**src/verilog/tmr16_pkg.sv**
```systemverilog
package tmr16_pkg;

  // ----------------------------------------------------------------
  // Register word offsets (byte addresses, one aligned word each)
  // ----------------------------------------------------------------
  localparam logic [7:0] ADDR_CTRL_A = 8'h00;   // timer_ctrl_a
  localparam logic [7:0] ADDR_CTRL_B = 8'h04;   // timer_ctrl_b
  localparam logic [7:0] ADDR_CNT_LO = 8'h08;   // count_value_lo
  localparam logic [7:0] ADDR_CNT_HI = 8'h0c;   // count_value_hi
  localparam logic [7:0] ADDR_MA_LO = 8'h10;    // match A low
  localparam logic [7:0] ADDR_MA_HI = 8'h14;    // match A high
  localparam logic [7:0] ADDR_MB_LO = 8'h18;    // match B low
  localparam logic [7:0] ADDR_MB_HI = 8'h1c;    // match B high
  localparam logic [7:0] ADDR_STP_LO = 8'h20;   // event_stamp_lo
  localparam logic [7:0] ADDR_STP_HI = 8'h24;   // event_stamp_hi
  localparam logic [7:0] ADDR_FLAGS = 8'h28;    // flags, write one to clear
  localparam logic [7:0] ADDR_IRQ_EN = 8'h2c;   // interrupt enables
  localparam logic [7:0] ADDR_CMP_CTL = 8'h30;  // comparator control

  // ----------------------------------------------------------------
  // Field positions
  // ----------------------------------------------------------------
  localparam int CA_WGM_LO = 0;    // timer_ctrl_a: wave_mode_sel[1:0] at 1:0
  localparam int CB_CS_LO = 0;     // timer_ctrl_b: tick_source_sel at 2:0
  localparam int CB_WGM_HI = 3;    // timer_ctrl_b: wave_mode_sel[3:2] at 4:3
  localparam int CB_EDGE = 6;      // timer_ctrl_b: capture edge, 1 = rising
  localparam int CB_FILT = 7;      // timer_ctrl_b: event_filter_en
  localparam int FL_WRAP = 0;      // wrap_flag
  localparam int FL_EVENT = 1;     // event_flag
  localparam int CC_SEL = 2;       // comparator_event_sel

  // ----------------------------------------------------------------
  // Fixed tops and filter length
  // ----------------------------------------------------------------
  localparam logic [15:0] TOP_8BIT = 16'h00ff;
  localparam logic [15:0] TOP_9BIT = 16'h01ff;
  localparam logic [15:0] TOP_10BIT = 16'h03ff;
  localparam logic [15:0] TOP_MAX = 16'hffff;
  localparam logic [15:0] CNT_ZERO = 16'h0000;
  localparam int FILT_LEN = 4;

endpackage : tmr16_pkg
```
**src/verilog/tmr16_core.sv**
```systemverilog
`timescale 1ns/1ps
module tmr16_core (
  // APB slave
  input wire logic pclk,
  input wire logic presetn,
  input wire logic psel,
  input wire logic penable,
  input wire logic pwrite,
  input wire logic [7:0] paddr,
  input wire logic [31:0] pwdata,
  output logic [31:0] prdata,
  output logic pready,
  output logic pslverr,
  // Timer tick and capture sources
  input wire logic [7:1] tick_enable,
  input wire logic event_pin,
  input wire logic comparator_out,
  // Interrupt service acknowledges
  input wire logic event_irq_ack,
  input wire logic wrap_irq_ack,
  // Status outputs
  output logic event_irq,
  output logic wrap_irq,
  output logic at_top,
  output logic at_bottom,
  output logic count_down
);

  // Filter depth
  localparam int FILT_W = tmr16_pkg::FILT_LEN;

  // ----------------------------------------------------------------
  // Registers
  // ----------------------------------------------------------------
  logic [7:0] hi_latch_q;     // Shared high-byte latch
  logic [15:0] count_value_q; // Counter
  logic [15:0] match_a_q;     // Match A
  logic [15:0] match_b_q;     // Match B
  logic [15:0] event_stamp_q; // Capture register
  logic [7:0] timer_ctrl_a_q; // Control A
  logic [7:0] timer_ctrl_b_q; // Control B
  logic [1:0] irq_en_q;       // Wrap and event enables
  logic cmp_sel_q;            // comparator_event_sel
  logic wrap_flag_q;          // Overflow flag
  logic event_flag_q;         // Capture flag
  logic dir_down_q;           // Count direction
  logic [FILT_W-1:0] filt_q;  // Filter sample history
  logic filt_out_q;           // Filtered level
  logic edge_prev_q;          // Previous level for edge detect
  logic [31:0] prdata_q;      // Read data

  // ----------------------------------------------------------------
  // Bus decode
  // ----------------------------------------------------------------
  logic acc;       // Access phase, answered at once
  logic wr;        // Write strobe
  logic rd;        // Read setup: data and latch sampled together
  logic mapped;    // Address is in the map
  assign acc = psel & penable;
  assign wr = acc & pwrite;
  assign rd = psel & ~penable & ~pwrite;
  // Zero wait states: every access answered at once
  assign pready = 1'b1;
  assign pslverr = acc & ~mapped;
  assign prdata = prdata_q;

  // Mapped address check
  always_comb
  begin
    unique case (paddr)
      tmr16_pkg::ADDR_CTRL_A, tmr16_pkg::ADDR_CTRL_B, tmr16_pkg::ADDR_CNT_LO,
      tmr16_pkg::ADDR_CNT_HI, tmr16_pkg::ADDR_MA_LO, tmr16_pkg::ADDR_MA_HI,
      tmr16_pkg::ADDR_MB_LO, tmr16_pkg::ADDR_MB_HI, tmr16_pkg::ADDR_STP_LO,
      tmr16_pkg::ADDR_STP_HI, tmr16_pkg::ADDR_FLAGS, tmr16_pkg::ADDR_IRQ_EN,
      tmr16_pkg::ADDR_CMP_CTL: mapped = 1'b1;
      default: mapped = 1'b0;
    endcase
  end

  // ----------------------------------------------------------------
  // Mode decode
  // ----------------------------------------------------------------
  logic [3:0] wave_mode_sel;   // Split field
  logic [2:0] tick_source_sel; // Clock select
  logic tick;                  // Timer tick this cycle
  logic [15:0] top_val;        // Current top
  logic dual_slope;            // Phase-correct modes
  logic clear_at_top;          // Clear-on-top modes
  logic stamp_is_top;          // Capture register used as top
  // Low mode half in control A, high half in control B
  assign wave_mode_sel = {timer_ctrl_b_q[tmr16_pkg::CB_WGM_HI +: 2],
                          timer_ctrl_a_q[tmr16_pkg::CA_WGM_LO +: 2]};
  // Source zero selects nothing, so the counter holds
  assign tick_source_sel = timer_ctrl_b_q[tmr16_pkg::CB_CS_LO +: 3];
  assign tick = (tick_source_sel != 3'h0) & tick_enable[tick_source_sel];

  // Top value, counting style per mode
  always_comb
  begin
    top_val = tmr16_pkg::TOP_MAX;
    dual_slope = 1'b0;
    clear_at_top = 1'b0;
    stamp_is_top = 1'b0;
    unique case (wave_mode_sel)
      4'h0: top_val = tmr16_pkg::TOP_MAX;
      4'h1: begin top_val = tmr16_pkg::TOP_8BIT; dual_slope = 1'b1; end
      4'h2: begin top_val = tmr16_pkg::TOP_9BIT; dual_slope = 1'b1; end
      4'h3: begin top_val = tmr16_pkg::TOP_10BIT; dual_slope = 1'b1; end
      4'h4: begin top_val = match_a_q; clear_at_top = 1'b1; end
      4'h5: begin top_val = tmr16_pkg::TOP_8BIT; clear_at_top = 1'b1; end
      4'h6: begin top_val = tmr16_pkg::TOP_9BIT; clear_at_top = 1'b1; end
      4'h7: begin top_val = tmr16_pkg::TOP_10BIT; clear_at_top = 1'b1; end
      4'h8, 4'ha:
      begin
        top_val = event_stamp_q;
        dual_slope = 1'b1;
        stamp_is_top = 1'b1;
      end
      4'h9, 4'hb: begin top_val = match_a_q; dual_slope = 1'b1; end
      4'hc, 4'he:
      begin
        top_val = event_stamp_q;
        clear_at_top = 1'b1;
        stamp_is_top = 1'b1;
      end
      4'hd: top_val = tmr16_pkg::TOP_MAX;
      4'hf: begin top_val = match_a_q; clear_at_top = 1'b1; end
    endcase
  end

  // Top and bottom compare the live count
  assign at_top = (count_value_q == top_val);
  assign at_bottom = (count_value_q == tmr16_pkg::CNT_ZERO);
  assign count_down = dir_down_q;

  // Wrap point: top in single-slope, bottom in dual-slope
  logic wrap_evt;
  assign wrap_evt = tick & (dual_slope ? at_bottom & dir_down_q :
                    (clear_at_top ? at_top : (count_value_q == tmr16_pkg::TOP_MAX)));

  // Write and read strobes per address
  logic wr_cnt_lo, wr_stp_lo, rd_cnt_lo, rd_stp_lo;
  assign wr_cnt_lo = wr & (paddr == tmr16_pkg::ADDR_CNT_LO);
  assign wr_stp_lo = wr & (paddr == tmr16_pkg::ADDR_STP_LO) & stamp_is_top;
  assign rd_cnt_lo = rd & (paddr == tmr16_pkg::ADDR_CNT_LO);
  assign rd_stp_lo = rd & (paddr == tmr16_pkg::ADDR_STP_LO);

  // ----------------------------------------------------------------
  // Shared high-byte latch
  // ----------------------------------------------------------------
  // Loaded by any high-byte write, or by a low-byte read of count/stamp
  // A low read loads it in its setup cycle, on the edge that
  // also samples the low byte, so both halves match
  always_ff @(posedge pclk or negedge presetn)
  begin
    if (!presetn)
      hi_latch_q <= 8'h00;
    else if (wr & ((paddr == tmr16_pkg::ADDR_CNT_HI) | (paddr == tmr16_pkg::ADDR_MA_HI) |
             (paddr == tmr16_pkg::ADDR_MB_HI) | (paddr == tmr16_pkg::ADDR_STP_HI)))
      hi_latch_q <= pwdata[7:0];
    else if (rd_cnt_lo)
      hi_latch_q <= count_value_q[15:8];
    else if (rd_stp_lo)
      hi_latch_q <= event_stamp_q[15:8];
  end

  // ----------------------------------------------------------------
  // Counter
  // ----------------------------------------------------------------
  // A software write beats a tick on the same edge
  always_ff @(posedge pclk or negedge presetn)
  begin
    if (!presetn)
      count_value_q <= 16'h0000;
    else if (wr_cnt_lo)
      count_value_q <= {hi_latch_q, pwdata[7:0]};
    else if (tick)
    begin
      if (dual_slope)
        count_value_q <= (dir_down_q | at_top) ? count_value_q - 16'h0001 :
                         count_value_q + 16'h0001;
      else if (clear_at_top & at_top)
        count_value_q <= tmr16_pkg::CNT_ZERO;
      else
        count_value_q <= count_value_q + 16'h0001;
    end
  end

  // Direction: turns down at top, up at bottom in dual-slope modes
  always_ff @(posedge pclk or negedge presetn)
  begin
    if (!presetn)
      dir_down_q <= 1'b0;
    else if (!dual_slope)
      dir_down_q <= 1'b0;
    else if (tick & at_top)
      dir_down_q <= 1'b1;
    else if (tick & at_bottom)
      dir_down_q <= 1'b0;
  end

  // ----------------------------------------------------------------
  // Match registers and control
  // ----------------------------------------------------------------
  // Control, enables and match words load from the bus
  always_ff @(posedge pclk or negedge presetn)
  begin
    if (!presetn)
    begin
      match_a_q <= 16'h0000;
      match_b_q <= 16'h0000;
      timer_ctrl_a_q <= 8'h00;
      timer_ctrl_b_q <= 8'h00;
      irq_en_q <= 2'h0;
      cmp_sel_q <= 1'b0;
    end
    else if (wr)
    begin
      unique case (paddr)
        tmr16_pkg::ADDR_MA_LO: match_a_q <= {hi_latch_q, pwdata[7:0]};
        tmr16_pkg::ADDR_MB_LO: match_b_q <= {hi_latch_q, pwdata[7:0]};
        tmr16_pkg::ADDR_CTRL_A: timer_ctrl_a_q <= pwdata[7:0];
        tmr16_pkg::ADDR_CTRL_B: timer_ctrl_b_q <= pwdata[7:0];
        tmr16_pkg::ADDR_IRQ_EN: irq_en_q <= pwdata[1:0];
        tmr16_pkg::ADDR_CMP_CTL: cmp_sel_q <= pwdata[tmr16_pkg::CC_SEL];
        default: ;
      endcase
    end
  end

  // ----------------------------------------------------------------
  // Capture input: source select, filter, edge detect
  // ----------------------------------------------------------------
  logic src_lvl;
  logic cap_lvl;
  logic cap_trig;
  assign src_lvl = cmp_sel_q ? comparator_out : event_pin;

  // Filter: output follows only after four equal samples
  // History shifts every cycle; output moves on a full run
  always_ff @(posedge pclk or negedge presetn)
  begin
    if (!presetn)
    begin
      filt_q <= '0;
      filt_out_q <= 1'b0;
    end
    else
    begin
      filt_q <= {filt_q[FILT_W-2:0], src_lvl};
      if (&filt_q)
        filt_out_q <= 1'b1;
      else if (~|filt_q)
        filt_out_q <= 1'b0;
    end
  end

  assign cap_lvl = timer_ctrl_b_q[tmr16_pkg::CB_FILT] ? filt_out_q : src_lvl;

  // Previous level for edge detection
  // Reset level matches idle pins, so no false edge
  always_ff @(posedge pclk or negedge presetn)
  begin
    if (!presetn)
      edge_prev_q <= 1'b0;
    else
      edge_prev_q <= cap_lvl;
  end

  // Edge matches the edge setting; off while stamp defines top
  assign cap_trig = ~stamp_is_top & (cap_lvl != edge_prev_q) &
                    (cap_lvl == timer_ctrl_b_q[tmr16_pkg::CB_EDGE]);

  // Capture register
  // Software load only while it is top; capture off then
  always_ff @(posedge pclk or negedge presetn)
  begin
    if (!presetn)
      event_stamp_q <= 16'h0000;
    else if (wr_stp_lo)
      event_stamp_q <= {hi_latch_q, pwdata[7:0]};
    else if (cap_trig)
      event_stamp_q <= count_value_q;
  end

  // ----------------------------------------------------------------
  // Flags: set wins over clear
  // ----------------------------------------------------------------
  logic wr_flags;
  assign wr_flags = wr & (paddr == tmr16_pkg::ADDR_FLAGS);

  // Capture sets; a one or a service clears
  always_ff @(posedge pclk or negedge presetn)
  begin
    if (!presetn)
      event_flag_q <= 1'b0;
    else if (cap_trig)
      event_flag_q <= 1'b1;
    else if ((wr_flags & pwdata[tmr16_pkg::FL_EVENT]) | event_irq_ack)
      event_flag_q <= 1'b0;
  end

  // Wrap point sets; a one or a service clears
  always_ff @(posedge pclk or negedge presetn)
  begin
    if (!presetn)
      wrap_flag_q <= 1'b0;
    else if (wrap_evt)
      wrap_flag_q <= 1'b1;
    else if ((wr_flags & pwdata[tmr16_pkg::FL_WRAP]) | wrap_irq_ack)
      wrap_flag_q <= 1'b0;
  end

  // Requests are flag and enable
  // Enables share the flag bit positions
  assign event_irq = event_flag_q & irq_en_q[tmr16_pkg::FL_EVENT];
  assign wrap_irq = wrap_flag_q & irq_en_q[tmr16_pkg::FL_WRAP];

  // ----------------------------------------------------------------
  // Read data
  // ----------------------------------------------------------------
  // Sampled in the setup cycle, held through the access
  always_ff @(posedge pclk or negedge presetn)
  begin
    if (!presetn)
      prdata_q <= 32'h0000_0000;
    else if (rd)
    begin
      unique case (paddr)
        tmr16_pkg::ADDR_CTRL_A: prdata_q <= {24'h0, timer_ctrl_a_q};
        tmr16_pkg::ADDR_CTRL_B: prdata_q <= {24'h0, timer_ctrl_b_q};
        tmr16_pkg::ADDR_CNT_LO: prdata_q <= {24'h0, count_value_q[7:0]};
        tmr16_pkg::ADDR_CNT_HI: prdata_q <= {24'h0, hi_latch_q};
        tmr16_pkg::ADDR_MA_LO: prdata_q <= {24'h0, match_a_q[7:0]};
        tmr16_pkg::ADDR_MA_HI: prdata_q <= {24'h0, match_a_q[15:8]};
        tmr16_pkg::ADDR_MB_LO: prdata_q <= {24'h0, match_b_q[7:0]};
        tmr16_pkg::ADDR_MB_HI: prdata_q <= {24'h0, match_b_q[15:8]};
        tmr16_pkg::ADDR_STP_LO: prdata_q <= {24'h0, event_stamp_q[7:0]};
        tmr16_pkg::ADDR_STP_HI: prdata_q <= {24'h0, hi_latch_q};
        tmr16_pkg::ADDR_FLAGS: prdata_q <= {30'h0, event_flag_q, wrap_flag_q};
        tmr16_pkg::ADDR_IRQ_EN: prdata_q <= {30'h0, irq_en_q};
        tmr16_pkg::ADDR_CMP_CTL: prdata_q <= {29'h0, cmp_sel_q, 2'h0};
        default: prdata_q <= 32'h0000_0000;
      endcase
    end
  end

endmodule : tmr16_core

```
**config.mk**
```make
export PLATFORM = sky130hd
export DESIGN_NAME = tmr16_core
export DESIGN_NICKNAME = d
export VERILOG_FILES = /design/src/verilog/tmr16_pkg.sv /design/src/verilog/tmr16_core.sv
export SDC_FILE = /design/constraint.sdc
export NUM_CORES = 1
export LEC_CHECK = 0
export ABC_CLOCK_PERIOD_IN_PS = 4000
export CELL_PAD_IN_SITES_DETAIL_PLACEMENT = 0
export CELL_PAD_IN_SITES_GLOBAL_PLACEMENT = 1
export CORE_MARGIN = 5
export CORE_UTILIZATION = 45
export DETAILED_ROUTE_END_ITERATION = 12
export DONT_BUFFER_PORTS = 1
export HOLD_SLACK_MARGIN = 0.06
export PLACE_DENSITY = 0.81
export RECOVER_POWER = 25
export SYNTH_ARGS = -nofsm -noshare
export SYNTH_HDL_FRONTEND = slang
export SYNTH_SLANG_ARGS = --single-unit
```
**constraint.sdc**
```tcl
create_clock -name pclk -period 4 [get_ports pclk]
set_input_delay 0.8 -clock pclk [delete_from_list [all_inputs] [get_ports pclk]]
set_output_delay 0.8 -clock pclk [all_outputs]
set_load 0.01 [all_outputs]
```
Yosys cells after proc, flatten, opt, wreduce, memory -nomap -nowiden
Memory sizes are Yosys's and may differ from the RTL's.
Cells that the tools add are included.
{"block": "word_totals", "latchBits": 0, "wordCells": 145, "rom_bits": 64, "ram_bits": 0, "inputBits": 56, "register_bits": 132, "output_inout_bits": 39, "mem_count": 1}
{"name": "(no name shown)", "depth": 64, "width": 1, "read_ports": 1, "rd_clocked_by_memory_dff": 0, "wr": 0, "line_no": "tmr16_core.sv:70", "source": "unique case (paddr)"}
{"block": "classes", "addsub": 2, "magnitude_cmp": 1, "n_reduce_logical": 27, "n_shift": 0, "bitwise_logic": 34, "eq_ne": 33, "mux": 31, "mul": 0, "div": 0}
{"op": "$mux W16", "count": 7}
{"op": "$pmux W16 S6", "count": 1}
{"op": "$pmux W8 S12", "count": 1}
{"op": "$eq A8 B6 Y1 const B", "count": 5}
{"op": "$eq A4 B4 Y1 const B", "count": 8}
{"op": "$eq A8 B5 Y1 const B", "count": 4}
{"op": "$and A1 B1 Y1", "count": 24}
{"op": "$mux W8", "count": 3}
{"op": "$mux W1", "count": 18}
{"op": "$add A16 B1 Y16 const B", "count": 1}
{"op": "$eq A16 B16 Y1", "count": 1}
{"op": "$eq A16 B16 Y1 const B", "count": 1}
{"op": "$eq A4 B3 Y1 const B", "count": 4}
{"op": "$eq A8 B4 Y1 const B", "count": 2}
{"op": "$logic_not A16 Y1", "count": 1}
{"op": "$sub A16 B1 Y16 const B", "count": 1}
{"op": "$reduce_or A7 Y1", "count": 2}
{"op": "$reduce_and A2 Y1", "count": 6}
{"op": "$reduce_or A4 Y1", "count": 3}
{"op": "$reduce_or A2 Y1", "count": 5}
{"op": "$eq A4 B2 Y1 const B", "count": 2}
{"op": "$eq A8 B3 Y1 const B", "count": 1}
{"op": "$logic_not A8 Y1", "count": 1}
{"op": "$reduce_bool A2 Y1", "count": 4}
{"op": "other kinds (13)", "count": 22}

Longest topological paths before layout
{"block": "logic_depth", "depth_word": 9, "depth_mapped": 14, "depth_no_buf": 10}

Worst setup path before layout
Ideal clock, no wire load.
{"block": "synth_timing", "kind": "reg2reg", "from": "register timer_ctrl_b_q[4]", "to": "register count_value_q[10]", "stages_incl_launch_ff": 12, "setup_ps": 129, "setup_slack_ps": 941, "arrival_time_ps": 2930, "synth_period_minus_slack_ps": 3059, "required_time_ps": 3871, "n_path_buf": 2, "cell_sequence": "dfrtp_1 buf_6 or3b_1 buf_6 o21ai_2 a221oi_2 or4_4 nor4b_4 a21oi_2 mux2_4 nor3b_1 o41a_1"}
{"block": "synth_via", "elab_chain_cells": 9, "elab_cells_between_ends": 35, "classes_between": "eq/ne (16); mux (8); bitwise (2); reduce/logical (9)"}
{"item": "start, declared", "line_no": "tmr16_core.sv:41", "source": "logic [7:0] timer_ctrl_b_q;"}
{"item": "start signal, assigned", "line_no": "tmr16_core.sv:223", "source": "tmr16_pkg::ADDR_CTRL_B: timer_ctrl_b_q <= pwdata[7:0];"}
{"item": "$eq A4 B4 Y1 (tied with other cells)", "line_no": "tmr16_core.sv:104", "source": "unique case (wave_mode_sel)"}
{"item": "$reduce_or A4 Y1 (no source line) or $reduce_or A2 Y1 (tied branches)"}
{"item": "$pmux W16 S6", "line_no": "tmr16_core.sv:104"}
{"item": "$eq A16 B16 Y1", "line_no": "tmr16_core.sv:132", "source": "assign at_top = (count_value_q == top_val);"}
{"item": "$and A1 B1 Y1 or $or A1 B1 Y1 (tied branches)", "line_no": "tmr16_core.sv:182, tmr16_core.sv:180"}
{"item": "$mux W16 (on tied branches)", "line_no": "tmr16_core.sv:182, tmr16_core.sv:180"}
{"item": "$mux W16 (*)", "line_no": "tmr16_core.sv:179", "source": "if (dual_slope)"}
{"item": "$mux W16 (*)", "line_no": "tmr16_core.sv:177", "source": "else if (tick)"}
{"item": "$mux W16 (*)", "line_no": "tmr16_core.sv:175", "source": "else if (wr_cnt_lo)"}
{"item": "end signal, assigned", "line_no": "tmr16_core.sv:176", "source": "count_value_q <= {hi_latch_q, pwdata[7:0]};"}
{"item": "end signal, assigned", "line_no": "tmr16_core.sv:180", "source": "count_value_q <= (dir_down_q | at_top) ? count_value_q - 16'h0001 :"}
{"item": "end signal, assigned", "line_no": "tmr16_core.sv:183", "source": "count_value_q <= tmr16_pkg::CNT_ZERO;"}
{"item": "end, declared", "line_no": "tmr16_core.sv:36", "source": "logic [15:0] count_value_q;"}
Every way passes the cells marked *; elsewhere a longest branch is shown, timed or not. The select of a mux whose other input is x is not followed.
A chain may end at the register's enable or synchronous reset.

Worst setup path in the final report
{"block": "layout_timing", "from": "register timer_ctrl_b_q[3]", "to": "register count_value_q[10]"}
Same word-level chain as after synthesis.

==> summary.md <==
| Metric | Value |
|---|---|
| Final setup violation count | `0` |
| TNS Setup | `0 ps` |
| Max-cap viol count | `0` |
| Int Pwr | `1.79 mW` |
| Pre-CTS setup slack | `225 ps` |
| Hold Path Class | `in -> async` |
| Final core occ | `48.5%` |
| Clock share of power | `34.9%` |
| Initial antenna violation count | `0` |
| Sw frac | `32.2%` |
| Post-DR vias/cell | `6.53` |
| Part of the power in combinational logic | `15.1%` |
| Net Switching | `0.847 mW` |
| Residual DRC | `0` |
| Hold Fails Final Rpt | `0` |
| Syn Std Cell Area | `7330 sq um` |
| Clock transition at path regs | `80 ps` |
| Critical path arrival | `4130 ps` |
| Cell count after synthesis | `801` |
| TritonCTS Sinks | `108` |
| Synth top area cells | `dfrtp_1 (37%), mux2_2 (8.3%), mux2i_1 (6.4%)` |
| Async SR Flop Fraction | `100%` |
| Count leader, synth | `dfrtp_1` |
| Die ar. | `18900 sq um` |
| Cell variety after synth | `81` |
| Hold Buf Count CTS | `0` |
| Yosys top cell by area | `dfrtp_1` |
| Synth warn | `0` |
| Final wirelength | `23700 um` |
| Top_reg_cell synth | `dfrtp_1` |
| Antenna cells | `0` |
| Cells after DPL | `985` |
| Clk_lat worst skew | `370 ps` |
| Peak VDD IR | `0.230 mV` |
| Status | `completed` |
| CTS tree | `built` |
| First-pass GRT wire length | `36600 um` |
| Detailed Routing Iterations Pass 1 | `5` |
| Final ANT Viol Nets | `0` |
| GRT Overall Usage | `25.5%` |
| Cts bufs inserted | `9` |
| CTS Buffer Depth | `2` |
| I/O pin count | `95` |
| Pleak | `3.35 nW` |
| CTS-repair resized insts | `0` |
| P&R area growth vs syn | `5.51%` |
| H-tree level count | `3` |
| Seq/Total Area, Yosys | `36.9%` |
| Fill count | `1515` |
| Worst relative slew slack | `42.1%` |
| EDFF count, synth | `0` |
| Via count | `6538` |
| Routability congestion estimate from global placement | `0.974` |
| Initial core utilization | `46.0%` |
| # port buffers | `0` |
| Critical Path Fanout Max | `17` |
| RSZ-0062 raised after global routing | `false` |
| Sequential cell fraction of total power | `50.0%` |
| Core Area | `15900 sq um` |
| WS Path Type | `reg -> reg` |
| Setup bufs post-CTS | `0` |
| Slew @ Worst Pin | `868 ps` |
| Synth top cells by count | `dfrtp_1 (108), nor2_1 (72), mux2_2 (54), nand2_1 (50), a21oi_1 (48)` |
| Root Buffer | `clkbuf_16` |
| Iter 0 DRT Violations | `979` |
| Power Total | `2.63 mW` |
| Final worst setup slack | `126 ps` |
| Post-DP HPWL | `16800 um` |
| Post-synth top area share | `36.9%` |
| Fmax | `258 MHz` |
| Pwr per Cell Area | `340 nW/um^2` |
| Die W | `138 um` |
| Largest net degree at the start of global routing | `109` |
| Syn avg cell area | `9.15 sq um` |
| Final Cycle Share | `96.9%` |
| Final Max Slew Viols | `0` |
| Critical Path Source Type | `flip-flop` |
| Fin crit period | `3870 ps` |
| Non-filler cells, final | `1001` |
| Number of global-route vias before repair | `6101` |
| Residual overflow from global routing | `0` |
| Critical Path RT | `4260 ps` |
| Die Y | `138 um` |
| CP Capture Type | `flip-flop` |
| Final Skew | `10.5 ps` |
| Row count | `46` |
| WL/cell | `23.6 um` |
| Layout cell share with drive strength beyond 1 | `14.9%` |
| Nets | `839` |
| Number of synthesized register bits | `108` |
==> sequential cells by signal, summed over array words and instances, names as in the netlist <==
signal,cells
filt_out_q,1
filt_q,4
match_a_q,16
event_stamp_q,16
irq_en_q,2
count_value_q,16
match_b_q,16
prdata,8
event_flag_q,1
timer_ctrl_a_q,8
wrap_flag_q,1
cmp_sel_q,1
hi_latch_q,8
timer_ctrl_b_q,8
edge_prev_q,1
count_down,1
==> layout by cell type, fill, tap and decap left out, drive strengths merged, types with 9 or more instances in the layout <==
master,instances
a21oi,49
a221oi,10
a22oi,13
a31oi,21
and3,17
buf,28
clkbuf,10
conb,25
dfrtp,108
inv,26
mux2,55
mux2i,47
nand2,50
nand3,24
nor2,72
nor3,22
o21a,9
o21ai,31
or3,15
==> metal layers <==
metal	GRT usage, %	vias to the layer above	routed length [um]
met3	3.83	52	2000
li1	-	2920	-
met1	35.9	3222	9860
met4	8.81	0	671
met2	40.2	344	11100
met5	0	-	0
==> power groups by stage <==
stage	clock, mW	sequential [mW]	combinational, mW
floorplan	0	1.23	0.375
global placement	0	1.33	0.377
detailed placement	0	1.34	0.386
CTS	0.932	1.31	0.389
global route	0.970	1.32	0.441
finish	0.919	1.32	0.397
==> cells by family after synthesis <==
group / share of synthesized area, %
flops: 36.9
buf+inv: 7.44
xor+xnor: 0.478
other cells: 0.102
simple gates: 18.6
compound gates: 20.8
fa+ha+maj: 0.512
mux: 15.2
==> path summary, 6_finish.rpt <==
path / end / startpoint / cells past startpoint / slack [ps]
worst min-delay path: match_b_q[6] / presetn / 0 / 130
max in group asynchronous: event_stamp_q[3] / presetn / 0 / 3700
min in group pclk: filt_q[2] / filt_q[1] / 0 / 400
worst max register to register: count_value_q[10] / timer_ctrl_b_q[3] / 10 / 130
worst max-delay path: count_value_q[10] / timer_ctrl_b_q[3] / 10 / 130
worst min register to register: filt_q[2] / filt_q[1] / 0 / 400
==> stage by stage <==
stage               hold slack, ps  area [sq um]
global placement               365          7440
floorplan                      354          7420
global route                   113          7740
CTS                            116          7740
finish                         125          7740
detailed placement             379          7440
==> worst max-delay path, cell delays in order (launching register included) <==
cell	delay, ps
dfrtp_1	520
buf_4	250
nand2b_1	270
o31ai_1	290
a221oi_1	130
or4_4	500
nor4b_4	530
nand3_4	320
mux2_4	410
nor3b_1	150
o41a_1	380
==> final cells by class <==
type	instances	area, sq um	share of cell area (%)
well taps	216	270	3.49
clock inverters	6	52.6	0.679
flip-flops and latches	108	2700	34.9
repair buffers	28	210	2.72
inverters	22	82.6	1.07
clock buffers	10	239	3.09
multi-input cells	611	4180	54.0
Power figures use the tool's default switching activity.
